**src/two_wire_pkg.sv**
```systemverilog
package two_wire_pkg;

   // ------------------------------------------------------------
   // timing
   // ------------------------------------------------------------
   localparam int unsigned T_CLK_PS  = 4000;
   localparam int unsigned T_HALF_NS = 80;
   // least time, so round up
   localparam int unsigned HALF_CYC  = (T_HALF_NS * 1000 + T_CLK_PS - 1) / T_CLK_PS;

   // ------------------------------------------------------------
   // status codes, low three bits are masked to zero
   // ------------------------------------------------------------
   localparam logic [7:0] STAT_MASK     = 8'hF8;
   localparam logic [7:0] ST_SLA_R_ACK  = 8'hA8;
   localparam logic [7:0] ST_ARB_SLA_R  = 8'hB0;
   localparam logic [7:0] ST_DATA_ACK   = 8'hB8;
   localparam logic [7:0] ST_DATA_NACK  = 8'hC0;
   localparam logic [7:0] ST_LAST_ACK   = 8'hC8;
   localparam logic [7:0] ST_NONE       = 8'hF8;
   localparam logic [7:0] ST_BUS_ERR    = 8'h00;
   localparam logic [7:0] ST_ARB_LOST   = 8'hE0;
   localparam logic [7:0] ST_MADDR_ACK  = 8'hE8;
   localparam logic [7:0] ST_MADDR_NACK = 8'hF0;

   // ------------------------------------------------------------
   // reset values
   // ------------------------------------------------------------
   localparam logic       RST_ACK_EN = 1'b0;
   localparam logic [7:0] RST_CODE   = 8'hF8;

   typedef enum logic [9:0] {
      S_IDLE = 10'b00_0000_0001,
      S_ADDR = 10'b00_0000_0010,
      S_AACK = 10'b00_0000_0100,
      S_TX   = 10'b00_0000_1000,
      S_RACK = 10'b00_0001_0000,
      S_WAIT = 10'b00_0010_0000,
      S_MSTA = 10'b00_0100_0000,
      S_MACK = 10'b00_1000_0000,
      S_RSTA = 10'b01_0000_0000,
      S_MSTP = 10'b10_0000_0000
   } state_t;

endpackage

```
**src/two_wire_slave_tx.sv**
```systemverilog
`timescale 1ns/1ps
module two_wire_slave_tx
   import two_wire_pkg::*;
#(
   parameter int unsigned HALF_CYCLES = HALF_CYC
) (
   // clock and reset
   input  wire logic       CLK,
   input  wire logic       ARST_N,
   // bus pins
   input  wire logic       SCL_I,
   output logic            SCL_O,
   output logic            SCL_OE,
   input  wire logic       SDA_I,
   output logic            SDA_O,
   output logic            SDA_OE,
   // software control write
   input  wire logic       CTRL_WR,
   input  wire logic       WR_ACK_EN,
   input  wire logic       WR_START,
   input  wire logic       WR_STOP,
   input  wire logic       WR_FLAG,
   input  wire logic [7:0] OWN_ADDR,
   input  wire logic [7:0] TX_DATA,
   // software status
   output logic [7:0]      STATUS,
   output logic            TRANSFER_DONE,
   output logic            ACK_ENABLE,
   output logic            START_REQUEST,
   output logic            STOP_REQUEST,
   output logic            MASTER_ACTIVE,
   output logic            RX_HANDOFF
);

   typedef struct packed {
      state_t     st;
      logic [2:0] scl_s;
      logic [2:0] sda_s;
      logic       scl_f;
      logic       sda_f;
      logic       busy;
      logic [7:0] sh;
      logic [3:0] cnt;
      logic       out_bit;
      logic       last;
      logic       master;
      logic       lost;
      logic       ack_seen;
      logic       flag;
      logic [7:0] code;
      logic [7:0] status;
      logic       ack_en;
      logic       start;
      logic       stop;
      logic       scl_oe;
      logic       sda_oe;
      logic       rxh;
      logic       lo;
      logic [15:0] div;
   } regs_t;

   localparam regs_t RST = '{st: S_IDLE, scl_s: 3'h7, sda_s: 3'h7, scl_f: 1'b1,
                             sda_f: 1'b1, code: RST_CODE, status: ST_NONE,
                             ack_en: RST_ACK_EN, default: '0};

   regs_t q;
   regs_t d;
   logic  rise;
   logic  fall;
   logic  sc;
   logic  sp;
   logic  tick;
   logic  clr;
   logic  frame;
   logic  mclk;
   logic  set_ev;
   logic  own_hit;
   logic  gc_hit;
   logic [7:0] code_n;

   // ------------------------------------------------------------
   // next state
   // ------------------------------------------------------------
   always_comb begin
      d      = q;
      set_ev = 1'b0;
      code_n = q.code;
      d.rxh  = 1'b0;
      // the first stage feeds only the second
      d.scl_s = {q.scl_s[1:0], SCL_I};
      d.sda_s = {q.sda_s[1:0], SDA_I};
      if (q.scl_s[1] == q.scl_s[2]) begin
         d.scl_f = q.scl_s[2];
      end
      if (q.sda_s[1] == q.sda_s[2]) begin
         d.sda_f = q.sda_s[2];
      end
      rise = d.scl_f & ~q.scl_f;
      fall = ~d.scl_f & q.scl_f;
      sc   = q.scl_f & d.scl_f & q.sda_f & ~d.sda_f;
      sp   = q.scl_f & d.scl_f & ~q.sda_f & d.sda_f;
      tick = (q.div == 16'(HALF_CYCLES - 1));
      d.div = tick ? 16'h0000 : q.div + 16'h0001;
      // a stretched low must not be cut short by our own divider
      mclk = q.master & tick & (q.scl_oe ? ~q.scl_f : q.scl_f);
      if (sc) begin
         d.busy = 1'b1;
      end else if (sp) begin
         d.busy = 1'b0;
      end
      if (CTRL_WR) begin
         d.ack_en = WR_ACK_EN;
         d.start  = WR_START;
         d.stop   = WR_STOP;
      end
      clr = CTRL_WR & WR_FLAG & q.flag;
      own_hit = (q.sh[7:1] == OWN_ADDR[7:1]) & q.ack_en;
      gc_hit  = (q.sh[7:1] == 7'h00) & OWN_ADDR[0] & q.ack_en;
      frame = ((q.st == S_ADDR) & (q.cnt != 4'h0)) | (q.st == S_AACK) | (q.st == S_TX)
            | (q.st == S_RACK);
      unique case (q.st)
         S_IDLE: begin
            d.sda_oe = 1'b0;
            if (sc) begin
               d.st   = S_ADDR;
               d.cnt  = 4'h0;
               d.lost = 1'b0;
            end else if (q.start & ~q.busy & ~q.flag) begin
               d.st     = S_MSTA;
               d.sda_oe = 1'b1;
               d.div    = 16'h0000;
            end
         end
         S_MSTA: begin
            if (tick) begin
               d.scl_oe  = 1'b1;
               d.master  = 1'b1;
               d.start   = 1'b0;
               d.sh      = TX_DATA;
               d.out_bit = TX_DATA[7];
               d.sda_oe  = ~TX_DATA[7];
               d.cnt     = 4'h0;
               d.st      = S_ADDR;
            end
         end
         S_RSTA: begin
            d.sda_oe = 1'b0;
            if (tick & q.scl_oe) begin
               d.scl_oe = 1'b0;
            end else if (tick & q.scl_f & q.sda_f) begin
               d.sda_oe = 1'b1;
               d.div    = 16'h0000;
               d.st     = S_MSTA;
            end
         end
         S_ADDR: begin
            d.sda_oe = q.master & ~q.out_bit;
            if (mclk) begin
               d.scl_oe = ~q.scl_oe;
            end
            if (rise) begin
               d.sh  = {q.sh[6:0], d.sda_f};
               d.cnt = q.cnt + 4'h1;
               // equal bits never lose, only a driven one read back as zero
               if (q.master & q.out_bit & ~d.sda_f) begin
                  d.master = 1'b0;
                  d.lost   = 1'b1;
                  d.scl_oe = 1'b0;
                  d.sda_oe = 1'b0;
               end
            end else if (fall & (q.cnt == 4'h8)) begin
               if (q.master) begin
                  d.sda_oe = 1'b0;
                  d.st     = S_MACK;
               end else if (own_hit & q.sh[0]) begin
                  d.sda_oe = 1'b1;
                  d.st     = S_AACK;
               end else if (q.lost) begin
                  d.rxh    = own_hit | gc_hit;
                  set_ev   = 1'b1;
                  code_n   = ST_ARB_LOST;
                  d.scl_oe = 1'b1;
                  d.st     = S_WAIT;
               end else begin
                  d.rxh = own_hit | gc_hit;
                  d.st  = S_IDLE;
               end
            end else if (fall) begin
               d.out_bit = q.sh[7];
               d.sda_oe  = q.master & ~q.sh[7];
            end
         end
         S_AACK: begin
            if (fall) begin
               d.sda_oe = 1'b0;
               d.scl_oe = 1'b1;
               set_ev   = 1'b1;
               code_n   = q.lost ? ST_ARB_SLA_R : ST_SLA_R_ACK;
               d.st     = S_WAIT;
            end
         end
         S_TX: begin
            d.sda_oe = ~q.out_bit;
            if (rise) begin
               d.sh  = {q.sh[6:0], d.sda_f};
               d.cnt = q.cnt + 4'h1;
            end else if (fall & (q.cnt == 4'h8)) begin
               d.sda_oe = 1'b0;
               d.st     = S_RACK;
            end else if (fall) begin
               d.out_bit = q.sh[7];
               d.sda_oe  = ~q.sh[7];
            end
         end
         S_RACK, S_MACK: begin
            if (mclk) begin
               d.scl_oe = ~q.scl_oe;
            end
            if (rise) begin
               d.ack_seen = ~d.sda_f;
            end else if (fall) begin
               d.scl_oe = 1'b1;
               set_ev   = 1'b1;
               d.st     = S_WAIT;
               if (q.st == S_MACK) begin
                  code_n = q.ack_seen ? ST_MADDR_ACK : ST_MADDR_NACK;
               end else if (~q.ack_seen) begin
                  code_n = ST_DATA_NACK;
               end else begin
                  code_n = q.last ? ST_LAST_ACK : ST_DATA_ACK;
               end
            end
         end
         S_WAIT: begin
            d.sda_oe = 1'b0;
            if (clr) begin
               unique case (q.code)
                  ST_SLA_R_ACK, ST_ARB_SLA_R, ST_DATA_ACK: begin
                     d.sh      = TX_DATA;
                     d.out_bit = TX_DATA[7];
                     d.sda_oe  = ~TX_DATA[7];
                     d.last    = ~d.ack_en;
                     d.cnt     = 4'h0;
                     d.scl_oe  = 1'b0;
                     d.st      = S_TX;
                  end
                  ST_BUS_ERR: begin
                     d.stop   = 1'b0;
                     d.scl_oe = 1'b0;
                     d.master = 1'b0;
                     d.st     = S_IDLE;
                  end
                  ST_MADDR_ACK, ST_MADDR_NACK: begin
                     // keeping the bus between pointer write and read
                     d.st = d.start ? S_RSTA : S_MSTP;
                  end
                  default: begin
                     // start request stays queued for the idle state
                     d.scl_oe = 1'b0;
                     d.st     = S_IDLE;
                  end
               endcase
            end
         end
         S_MSTP: begin
            d.sda_oe = 1'b1;
            if (tick & q.scl_oe) begin
               d.scl_oe = 1'b0;
            end else if (tick & q.scl_f) begin
               d.sda_oe = 1'b0;
               d.stop   = 1'b0;
               d.master = 1'b0;
               d.st     = S_IDLE;
            end
         end
      endcase
      // a stray start or stop inside a slave byte or ack drops everything
      if ((sc | sp) & frame & ~q.master) begin
         set_ev   = 1'b1;
         code_n   = ST_BUS_ERR;
         d.sda_oe = 1'b0;
         d.scl_oe = 1'b0;
         d.st     = S_WAIT;
      end
      if (set_ev) begin
         d.code = code_n;
      end
      d.flag   = set_ev | (q.flag & ~clr);
      d.status = d.flag ? (d.code & STAT_MASK) : ST_NONE;
   end

   always_ff @(posedge CLK or negedge ARST_N) begin
      if (!ARST_N) begin
         q <= RST;
      end else begin
         q <= d;
      end
   end

   assign SCL_O         = q.lo;
   assign SCL_OE        = q.scl_oe;
   assign SDA_O         = q.lo;
   assign SDA_OE        = q.sda_oe;
   assign STATUS        = q.status;
   assign TRANSFER_DONE = q.flag;
   assign ACK_ENABLE    = q.ack_en;
   assign START_REQUEST = q.start;
   assign STOP_REQUEST  = q.stop;
   assign MASTER_ACTIVE = q.master;
   assign RX_HANDOFF    = q.rxh;
endmodule
```
**config.mk**
```make
export PLATFORM = sky130hd
export DESIGN_NAME = two_wire_slave_tx
export DESIGN_NICKNAME = d
export VERILOG_FILES = /design/src/two_wire_pkg.sv /design/src/two_wire_slave_tx.sv
export SDC_FILE = /design/constraint.sdc
export NUM_CORES = 1
export LEC_CHECK = 0
export BUFFER_PORTS_ARGS = -buffer_cell sky130_fd_sc_hd__buf_4
export CAP_MARGIN = 20
export CORE_UTILIZATION = 25
export CTS_CLUSTER_DIAMETER = 50
export DETAILED_ROUTE_END_ITERATION = 8
export PLACE_DENSITY_LB_ADDON = 0.08
export SETUP_SLACK_MARGIN = 0.2
export SLEW_MARGIN = 5
export SYNTH_ARGS = -nofsm -noshare
export SYNTH_HDL_FRONTEND = slang
export SYNTH_SLANG_ARGS = --single-unit
export TNS_END_PERCENT = 1
```
**constraint.sdc**
```tcl
create_clock -name CLK -period 6.2 [get_ports CLK]
set_input_delay 0.31 -clock CLK [delete_from_list [all_inputs] [get_ports CLK]]
set_output_delay 0.31 -clock CLK [all_outputs]
set_load 0.01 [all_outputs]
```
==> metrics.csv, run 1 <==
metric,value,unit
post-cts gate resize count,0,
Die H,130,µm
layout cell share with drive strength beyond 1,19.9,%
Max-Cap Viols,0,
wire length on met2,5890,µm
CTS buffer count,9,
clk_skew,0.00872,ns
initial antenna violation count,0,
first-pass GRT wire length,19800,µm
Synth Flop Type,dfrtp_1,
placed cell count,681,
clock sink count,69,
PortBufs,37,
wire per inst,18.1,µm
"IR drop worst, VDD",126,µV
number of vias in the routed layout,3631,
IO Count,43,
Post-DP Area,4520,µm²
RSZ-0062 raised after global routing,no,
Leak Pwr,0.00195,µW
Setup Buffers After CTS,0,
WS Path Type,flop to flop,
# DRC,0,
total gr overflow,0,
cts hold-fix bufs,0,
drt pass-1 iters,5,
gr usage total,15.9,%
CORE AREA,15900,µm²
CP endpoint kind,flop,
Post-Layout Cell Count,698,
Post-Place Worst Slack,3.14,ns
vias in the first global route,3550,
die area,16900,µm²
fin crit share,45.6,%
Worst Setup Start Kind,flop,
Area Growth Syn to Fin,17.6,%
final hold violations,0,
wl on met1,5720,µm
Final TNS setup,0,ns
Total Power,1910,µW
Initial Util,25.7,%
most frequent cells in the layout,"50 x dfrtp_1, 48 x nand2_1, 43 x buf_4, 34 x o21ai_0, 31 x nor2_1",
vias per cell,5.20,
ANT nets after route,0,
Clock transition at path regs,0.06,ns
min setup slack post-route,3.37,ns
Max-Slew Margin vs Limit,37.9,%
Cell variety after synth,68,
TritonCTS clock tree,done,
Post-synth EDFFs,0,
synthesized area,4090,µm²
"Seq/Total Area, Yosys",42.8,%
synth top area cells,"dfrtp_1 31%, dfstp_2 12%, nand2_1 4.4%",
Hold Path Class,input pin to flop,
Syn Area/Cell,9.14,µm²
dpl hpwl,9230,µm
status,finished clean,
worst-case clock buffer depth,2,
Synth Instances,448,
Post-Layout Inst Area,4810,µm²
Fill cells,1727,
min cycle time layout,2.83,ns
leading area contributor after synthesis,dfrtp_1,
Power Density,397,nW/µm²
initial drt markers,192,
Worst Path Arrival,3.05,ns
Worst-Skew Late Latency,0.34,ns
root buf cell,clkbuf_16,
met3 wire len,625,µm
CP required,6.42,ns
Final #Nets,505,
Synth Register Bits,69,
CP max FO,12,
n_diodes,0,
Final Max Slew Viols,0,
Core Rows,46,
Max Freq,354,MHz
"commonest non-fill, non-tap cell in the layout",dfrtp_1,
fraction of registers with async set/reset,100,%
Worst-Margin Slew,0.932,ns
share of the synthesized area in the top cell type,30.6,%
DR top layer,met4,
pin count of the biggest net entering global routing,70,
synth warn,0,
"wirelength, routed",12600,µm
setup violators final,0,
H-tree depth,3,
Die Span X,130,µm
GPL Wtd Cong,0.862,
[path summary, 6_finish.rpt]
check	start	to	slack, ns	cells past startpoint
setup / recovery	q[0]$_DFF_PN0_	q[68]$_DFFE_PN0P_	3.37	7
hold / removal	SCL_I	d[64]$_DFF_PN1_	0.08	1
setup reg to reg	q[0]$_DFF_PN0_	q[68]$_DFFE_PN0P_	3.37	7
hold reg to reg	d[61]$_DFF_PN1_	d[62]$_DFF_PN1_	0.35	0
max in group asynchronous	ARST_N	q[47]$_DFFE_PN0P_	5.49	1
min in group asynchronous	ARST_N	q[69]$_DFFE_PN0P_	0.11	1
[sequential cells by signal (all words and copies together) (netlist names)]
register       flops
d                  4
TRANSFER_DONE      1
RX_HANDOFF         1
q                 52
STOP_REQUEST       1
SCL_OE             1
START_REQUEST      1
ACK_ENABLE         1
SDA_OE             1
STATUS             5
MASTER_ACTIVE      1
[power breakdown]
group / leakage, µW / internal [µW] / switching (µW)
Combinational: 0.000963 / 290 / 407
Clock: 0.000139 / 310 / 203
Sequential: 0.000844 / 562 / 138
Total: 0.00195 / 1160 / 748
[area by class of cell]
cell class	count	area (µm²)	share of cell area (%)
Tap cell	216	270	5.61
Clock buffer	11	233	4.83
Timing Repair Buffer	43	323	6.70
Multi-Input combinational cell	342	2140	44.5
Inverter	12	45.0	0.936
Clock inverter	5	52.6	1.09
Sequential cell	69	1750	36.4
[through the flow]
step	util, %	hold WS, ns
CTS	30.2	0.0620
finish	30.2	0.0761
global placement	28.4	0.347
floorplan	-	0.0144
global route	30.2	0.0652
detailed placement	28.4	0.347
[critical path: stages, from the launching register on]
cell	delay, ns
dfrtp_1	0.43
ha_1	0.26
nor4b_1	0.21
and4_1	0.56
o22ai_1	0.22
nor4_4	0.59
o21ai_2	0.15
o41ai_1	0.29
[cell families (layout without fill, tap and decap cells)]
group | count (synthesis) | in the layout | synth area share (%)
AND/OR/NAND/NOR | 200 | 200 | 27.8
buffers and inverters | 41 | 71 | 5.29
flip-flops | 69 | 69 | 42.8
other | 1 | 5 | 0.0916
multiplexers | 4 | 4 | 1.01
AO/OA/AOI/OAI | 105 | 105 | 16.8
adder cells (fa/ha/maj) | 3 | 3 | 0.917
XOR/XNOR | 25 | 25 | 5.35
[synth_stat cells (8+ instances only)]
cell type / count
a21oi_1: 19
a22oi_1: 8
buf_4: 11
clkbuf_1: 11
dfrtp_1: 50
dfstp_2: 19
inv_1: 12
nand2_1: 48
nand3_1: 27
nor2_1: 31
nor3_1: 12
nor4_1: 10
o21ai_0: 34
or4_1: 8
xnor2_1: 12
xor2_1: 13
[layer usage]
layer	up-vias	track usage [%]
li1	1707	-
met1	1782	20.5
met2	118	24.7
met3	24	3.85
met4	0	7.80
met5	-	0
Power figures use the tool's default switching activity.
==> run 2, diff against run 1 <==
Settings changed: ABC_AREA set to 1.
Clock period 6.2 ns to 2.4 ns, I/O delays scaled along.
==> run 2 against run 1 <==
Effect of this change: register-to-register slack worse by 3.1 ns; routed wire length is 5.6% higher; worst hold slack got worse by 0.062 ns; critical path type unchanged; highest routed layer unchanged.
==> metrics.csv, run 2 <==
metric,value,unit
IO Count,43,
Leak Pwr,0.00268,µW
cell count along the critical path,11,
Post-DP Area,4840,µm²
wire per inst,15.3,µm
Final #Nets,676,
WS Path Type,flop to flop,
H-tree depth,3,
initial drt markers,190,
GPL Wtd Cong,0.895,
PortBufs,37,
Cell variety after synth,45,
Final TNS setup,0,ns
CORE AREA,16800,µm²
leading area contributor after synthesis,dfrtp_1,
Clock transition at path regs,0.06,ns
WHS Path Cells,3,
vias per cell,4.55,
Reg with most FFs,q,
Worst Setup Start Kind,flop,
clock sink count,69,
Synth Instances,600,
dpl hpwl,10300,µm
Max Freq,473,MHz
gr usage total,15.9,%
TritonCTS clock tree,done,
clk_skew,0.00498,ns
Worst Path Arrival,2.33,ns
Worst-Skew Late Latency,0.34,ns
ANT nets after route,0,
Synth Register Bits,69,
Die H,134,µm
root buf cell,clkbuf_16,
cell count of the worst reg-to-reg path,11,
# DRC,0,
largest delay contributor family on the critical path,simple AND/OR/NAND/NOR gates,
setup violators final,0,
n_diodes,0,
Final Max Slew Viols,0,
synthesized area,4340,µm²
first-pass GRT wire length,21400,µm
CP required,2.62,ns
synth top area cells,"dfrtp_1 29%, nand2_1 13%, dfstp_2 12%",
CP endpoint kind,flop,
fin crit share,88.0,%
top-count cell post-synth,nand2_1,
CTS buffer count,9,
Worst-Margin Slew,0.935,ns
Synth Flop Type,dfrtp_1,
die area,17900,µm²
min cycle time layout,2.11,ns
critical path's largest stage delay,0.55,ns
Area Growth Syn to Fin,21.2,%
synth warn,0,
Post-synth EDFFs,0,
Max-Slew Margin vs Limit,37.6,%
"Seq/Total Area, Yosys",40.3,%
most frequent cells in the layout,"153 x nand2_1, 82 x inv_1, 68 x nor2_1, 50 x dfrtp_1, 47 x nand3_1",
total gr overflow,0,
max reg flops,52,
Post-Layout Inst Area,5260,µm²
pin count of the biggest net entering global routing,70,
status,finished clean,
number of vias in the routed layout,3971,
vias in the first global route,3883,
Initial Util,25.9,%
WP buf/inv,2,
layout cell share with drive strength beyond 1,20.4,%
drt pass-1 iters,4,
Max-Cap Viols,0,
"IR drop worst, VDD",401,µV
worst-case clock buffer depth,2,
CP max FO,8,
Die Span X,134,µm
RSZ-0062 raised after global routing,yes,
"commonest non-fill, non-tap cell in the layout",nand2_1,
share of the synthesized area in the top cell type,28.8,%
"critical path, cell by cell",nor2_1 > nand2_1 > inv_1 > nand4_4 > nand2_1 > nor2_1 > nand3_1 > nor2_1 > inv_1 > nand3_1 > nand2_1,
Fill cells,1836,
final hold violations,0,
Hold Path Class,input pin to flop,
synth cell count leaders,"155 x nand2_1, 82 x inv_1, 70 x nor2_1",
initial antenna violation count,0,
Power Density,1150,nW/µm²
"wirelength, routed",13300,µm
Core Rows,47,
Syn Area/Cell,7.23,µm²
fraction of registers with async set/reset,100,%
Crit-path slowest cell,dfstp_2,
[run 2: final timing paths]
check | startpoint | end | slack (ns)
max | q[66]$_DFFE_PN1P_ | q[67]$_DFFE_PN0P_ | 0.29
min in group asynchronous | ARST_N | q[71]$_DFFE_PN0P_ | 0.45
min | WR_ACK_EN | ACK_ENABLE$_DFF_PN0_ | 0.01
max in group asynchronous | ARST_N | q[56]$_DFFE_PN0P_ | 1.34
min reg2reg | d[64]$_DFF_PN1_ | d[65]$_DFF_PN1_ | 0.36
max reg2reg | q[66]$_DFFE_PN1P_ | q[67]$_DFFE_PN0P_ | 0.29
[run 2: repair_timing]
item,CTS,global route
endpoints found under the hold margin,52,0
hold buffers,3,0
buffers inserted,0,2
setup endpoints to repair,0,28
gates resized for setup,0,8
[run 2: where the power goes]
part           leakage [µW]  total [µW]  switching (µW)  internal, µW
Clock              0.000163        1540             525          1010
Combinational       0.00167        2670            1760           902
Sequential         0.000849        1830             306          1520
[run 2: layer usage]
metal | wire length (µm) | vias up | global-route usage, % | part of all wire (%)
met3 | 527 | 19 | 3.46 | 4.0
met5 | 0 | - | 0 | 0
met1 | 6310 | 1858 | 21.1 | 47
met4 | 306 | 0 | 6.69 | 2.3
met2 | 6170 | 85 | 24.7 | 46
li1 | - | 2009 | - | -
[run 2: through the flow]
step	utilization (%)	cells	power [µW]	setup slack, ns	hold slack [ns]
after floorplan	-	604	3720	0.714	-0.176
after global placement	28.9	852	4470	0.0749	0.230
after detailed placement	28.9	852	4450	0.258	0.229
after CTS	31.1	871	6040	0.213	0.00460
after global routing	31.4	873	6510	0.166	0.0164
final	31.4	873	6030	0.287	0.0144
[run 2: logic make-up (layout without fill, tap and decap cells)]
group,Yosys count,in the layout,share of synthesized area [%]
flip-flops,69,69,40.3
other,1,5,0.0864
XOR/XNOR,5,5,1.01
multiplexers,1,1,0.231
buffers and inverters,104,153,10.3
AO/OA/AOI/OAI,74,74,9.83
AND/OR/NAND/NOR,343,343,37.3
adder cells (fa/ha/maj),3,3,0.865
[run 2: layout make-up]
class                   instances  area [µm²]  share of cell area [%]
clock buffers                  10         229                    4.35
multi-input cells             431        2190                    41.7
clock inverters                 6         111                    2.12
repair buffers                 48         368                    6.99
well taps                     220         275                    5.23
flip-flops and latches         69        1750                    33.3
inverters                      89         334                    6.35
[run 2: worst reg2reg max path, delay by kind of cell (launching register included)]
family / cells / cell delay [ns]
buf+inv: 2 / 0.19
flops: 1 / 0.55
simple gates: 9 / 1.24
==> run 3, diff against run 2 <==
Settings changed: CTS_BUF_LIST set to sky130_fd_sc_hd__clkbuf_4.
==> run 3 against run 2 <==
Effect of this change: cell count increased by 1.7%; maximum frequency increased by 0.48%; sequential cell count unchanged; clock-buffer cell count unchanged; worst hold slack improved by 0.040 ns; sequential share of layout area about the same; register-to-register slack about the same; global-route usage increased by 0.073 points; final area about the same; sequential power about the same; die area unchanged; critical path type unchanged; power decreased by 8.3%.
==> metrics.csv, run 3 (synthesized netlist as in run 2, its figures left out) <==
metric,value,unit
post-layout util,31.4,%
dpl hpwl,10300,µm
Final Max Slew Viols,0,
total gr overflow,0,
CTS buffer count,9,
Die H,134,µm
vias per cell,4.57,
TritonCTS clock tree,done,
Max-Slew Margin vs Limit,37.8,%
most frequent cells in the layout,"152 x nand2_1, 82 x inv_1, 68 x nor2_1, 50 x dfrtp_1, 46 x nand3_1",
root buf cell,clkbuf_4,
switching share of power,46.2,%
Max Freq,476,MHz
worst-case clock buffer depth,2,
CP endpoint kind,flop,
wire per inst,15.1,µm
internal reg-to-reg setup slack,0.30,ns
H-tree depth,3,
Die Span X,134,µm
number of vias in the routed layout,4057,
clock sink count,69,
layout cell share with drive strength beyond 1,20.4,%
Internal Dissipation,2980,µW
ANT nets after route,0,
hold path startpoint,WR_START,
final hold violations,0,
Seq pwr share,33.0,%
Reg with most FFs,q,
Total Power,5530,µW
NetSw,2560,µW
# DRC,0,
Worst-Skew Late Latency,0.46,ns
Leak Pwr,0.00267,µW
RSZ-0062 raised after global routing,yes,
Fill cells,1844,
Worst Path Arrival,2.44,ns
Hold Path Class,input pin to flop,
GPL Wtd Cong,0.895,
Area Growth Syn to Fin,21.3,%
Final #Nets,690,
Clock Power Share,18.2,%
WP buf/inv,2,
Reg2Reg Launch Point,q[66]$_DFFE_PN1P_,
Final TNS setup,0,ns
critical register-to-register path endpoint,q[67]$_DFFE_PN0P_,
WHS Path Cells,3,
Initial Util,25.9,%
"critical path, cell by cell",nor2_1 > nand2_1 > inv_1 > nand4_4 > nand2_1 > nor2_1 > nand3_1 > nor2_1 > inv_1 > nand3_1 > nand2_1,
pin count of the biggest net entering global routing,70,
CP max FO,8,
Power Density,1050,nW/µm²
cell count of the worst reg-to-reg path,11,
Gate power share,48.8,%
gr usage total,15.9,%
initial drt markers,180,
vias in the first global route,3942,
Post-Layout Inst Area,5260,µm²
WS Path Type,flop to flop,
first-pass GRT wire length,21500,µm
"wirelength, routed",13400,µm
CP required,2.74,ns
max reg flops,52,
drt pass-1 iters,6,
die area,17900,µm²
clk_skew,0.0126,ns
Core Rows,47,
PortBufs,37,
IO Count,43,
Worst Setup Start Kind,flop,
"commonest non-fill, non-tap cell in the layout",nand2_1,
"IR drop worst, VDD",320,µV
fin crit share,87.6,%
status,finished clean,
critical path's largest stage delay,0.58,ns
Crit-path slowest cell,dfstp_2,
Clock transition at path regs,0.12,ns
min cycle time layout,2.10,ns
initial antenna violation count,1,
setup violators final,0,
Worst-Margin Slew,0.933,ns
Max-Cap Viols,0,
register area,1750,µm²
Multi-input gate area,2210,µm²
largest delay contributor family on the critical path,simple AND/OR/NAND/NOR gates,
Hold Path Sink,START_REQUEST$_DFF_PN0_,
CORE AREA,16800,µm²
Post-DP Area,4840,µm²
-- run 3: worst max path at each step --
stage,endpoint,depth (start not counted),start,slack [ns]
4_1_cts,q[48]$_DFFE_PN0P_,10,q[71]$_DFFE_PN0P_,0.21
3_3_place_gp,q[67]$_DFFE_PN0P_,11,q[66]$_DFFE_PN1P_,0.07
2_1_floorplan,q[49]$_DFFE_PN0P_,13,q[0]$_DFF_PN0_,0.71
5_1_grt,SCL_OE$_DFFE_PN0P_,11,q[71]$_DFFE_PN0P_,0.18
3_5_place_dp,q[48]$_DFFE_PN0P_,8,q[69]$_DFFE_PN0P_,0.26
6_report,q[67]$_DFFE_PN0P_,11,q[66]$_DFFE_PN1P_,0.30
-- run 3: worst min-delay path: stages --
cell,delay (ns)
buf_4,0.08
mux2i_1,0.11
a31oi_1,0.15
-- run 3: layout make-up --
cell class	instances	area share, %
multi-input cells	431	41.9
flip-flops and latches	69	33.3
repair buffers	62	9.65
inverters	89	6.35
well taps	220	5.23
clock inverters	6	2.12
clock buffers	10	1.43
diodes	1	0.0475
-- run 3: per-layer routing --
layer  wire length, µm  vias up  track usage [%]  share of wire, %
li1                  -     2035                -                 -
met5                 0        -                0                 0
met3               585       32             3.23               4.4
met2              6130      104             24.7                46
met4               415        0             7.13               3.1
met1              6280     1886             21.3                47
-- run 3: repair_timing --
item | 4_1_cts | 5_1_grt
endpoints found under the hold margin | 64 | 0
resized for setup | 0 | 11
setup buffers | 0 | 2
endpoints found under the setup margin | 0 | 28
hold buffers | 17 | 0
-- run 3: per-stage QoR --
| step | std cells | hold WS, ns | setup slack [ns] |
|---|---|---|---|
| floorplan | 604 | -0.176 | 0.714 |
| global placement | 852 | 0.230 | 0.0749 |
| detailed placement | 852 | 0.229 | 0.258 |
| CTS | 885 | 0.0202 | 0.209 |
| global route | 888 | 0.0421 | 0.184 |
| finish | 888 | 0.0547 | 0.297 |
-- run 3: power by group through the flow --
stage / clock network [µW] / registers (µW) / logic, µW
6_report: 1010 / 1820 / 2700
5_1_grt: 1080 / 1870 / 3030
4_1_cts: 1040 / 1820 / 2640
3_5_place_dp: 0 / 1840 / 2610
3_3_place_gp: 0 / 1840 / 2630
2_1_floorplan: 0 / 1740 / 1980
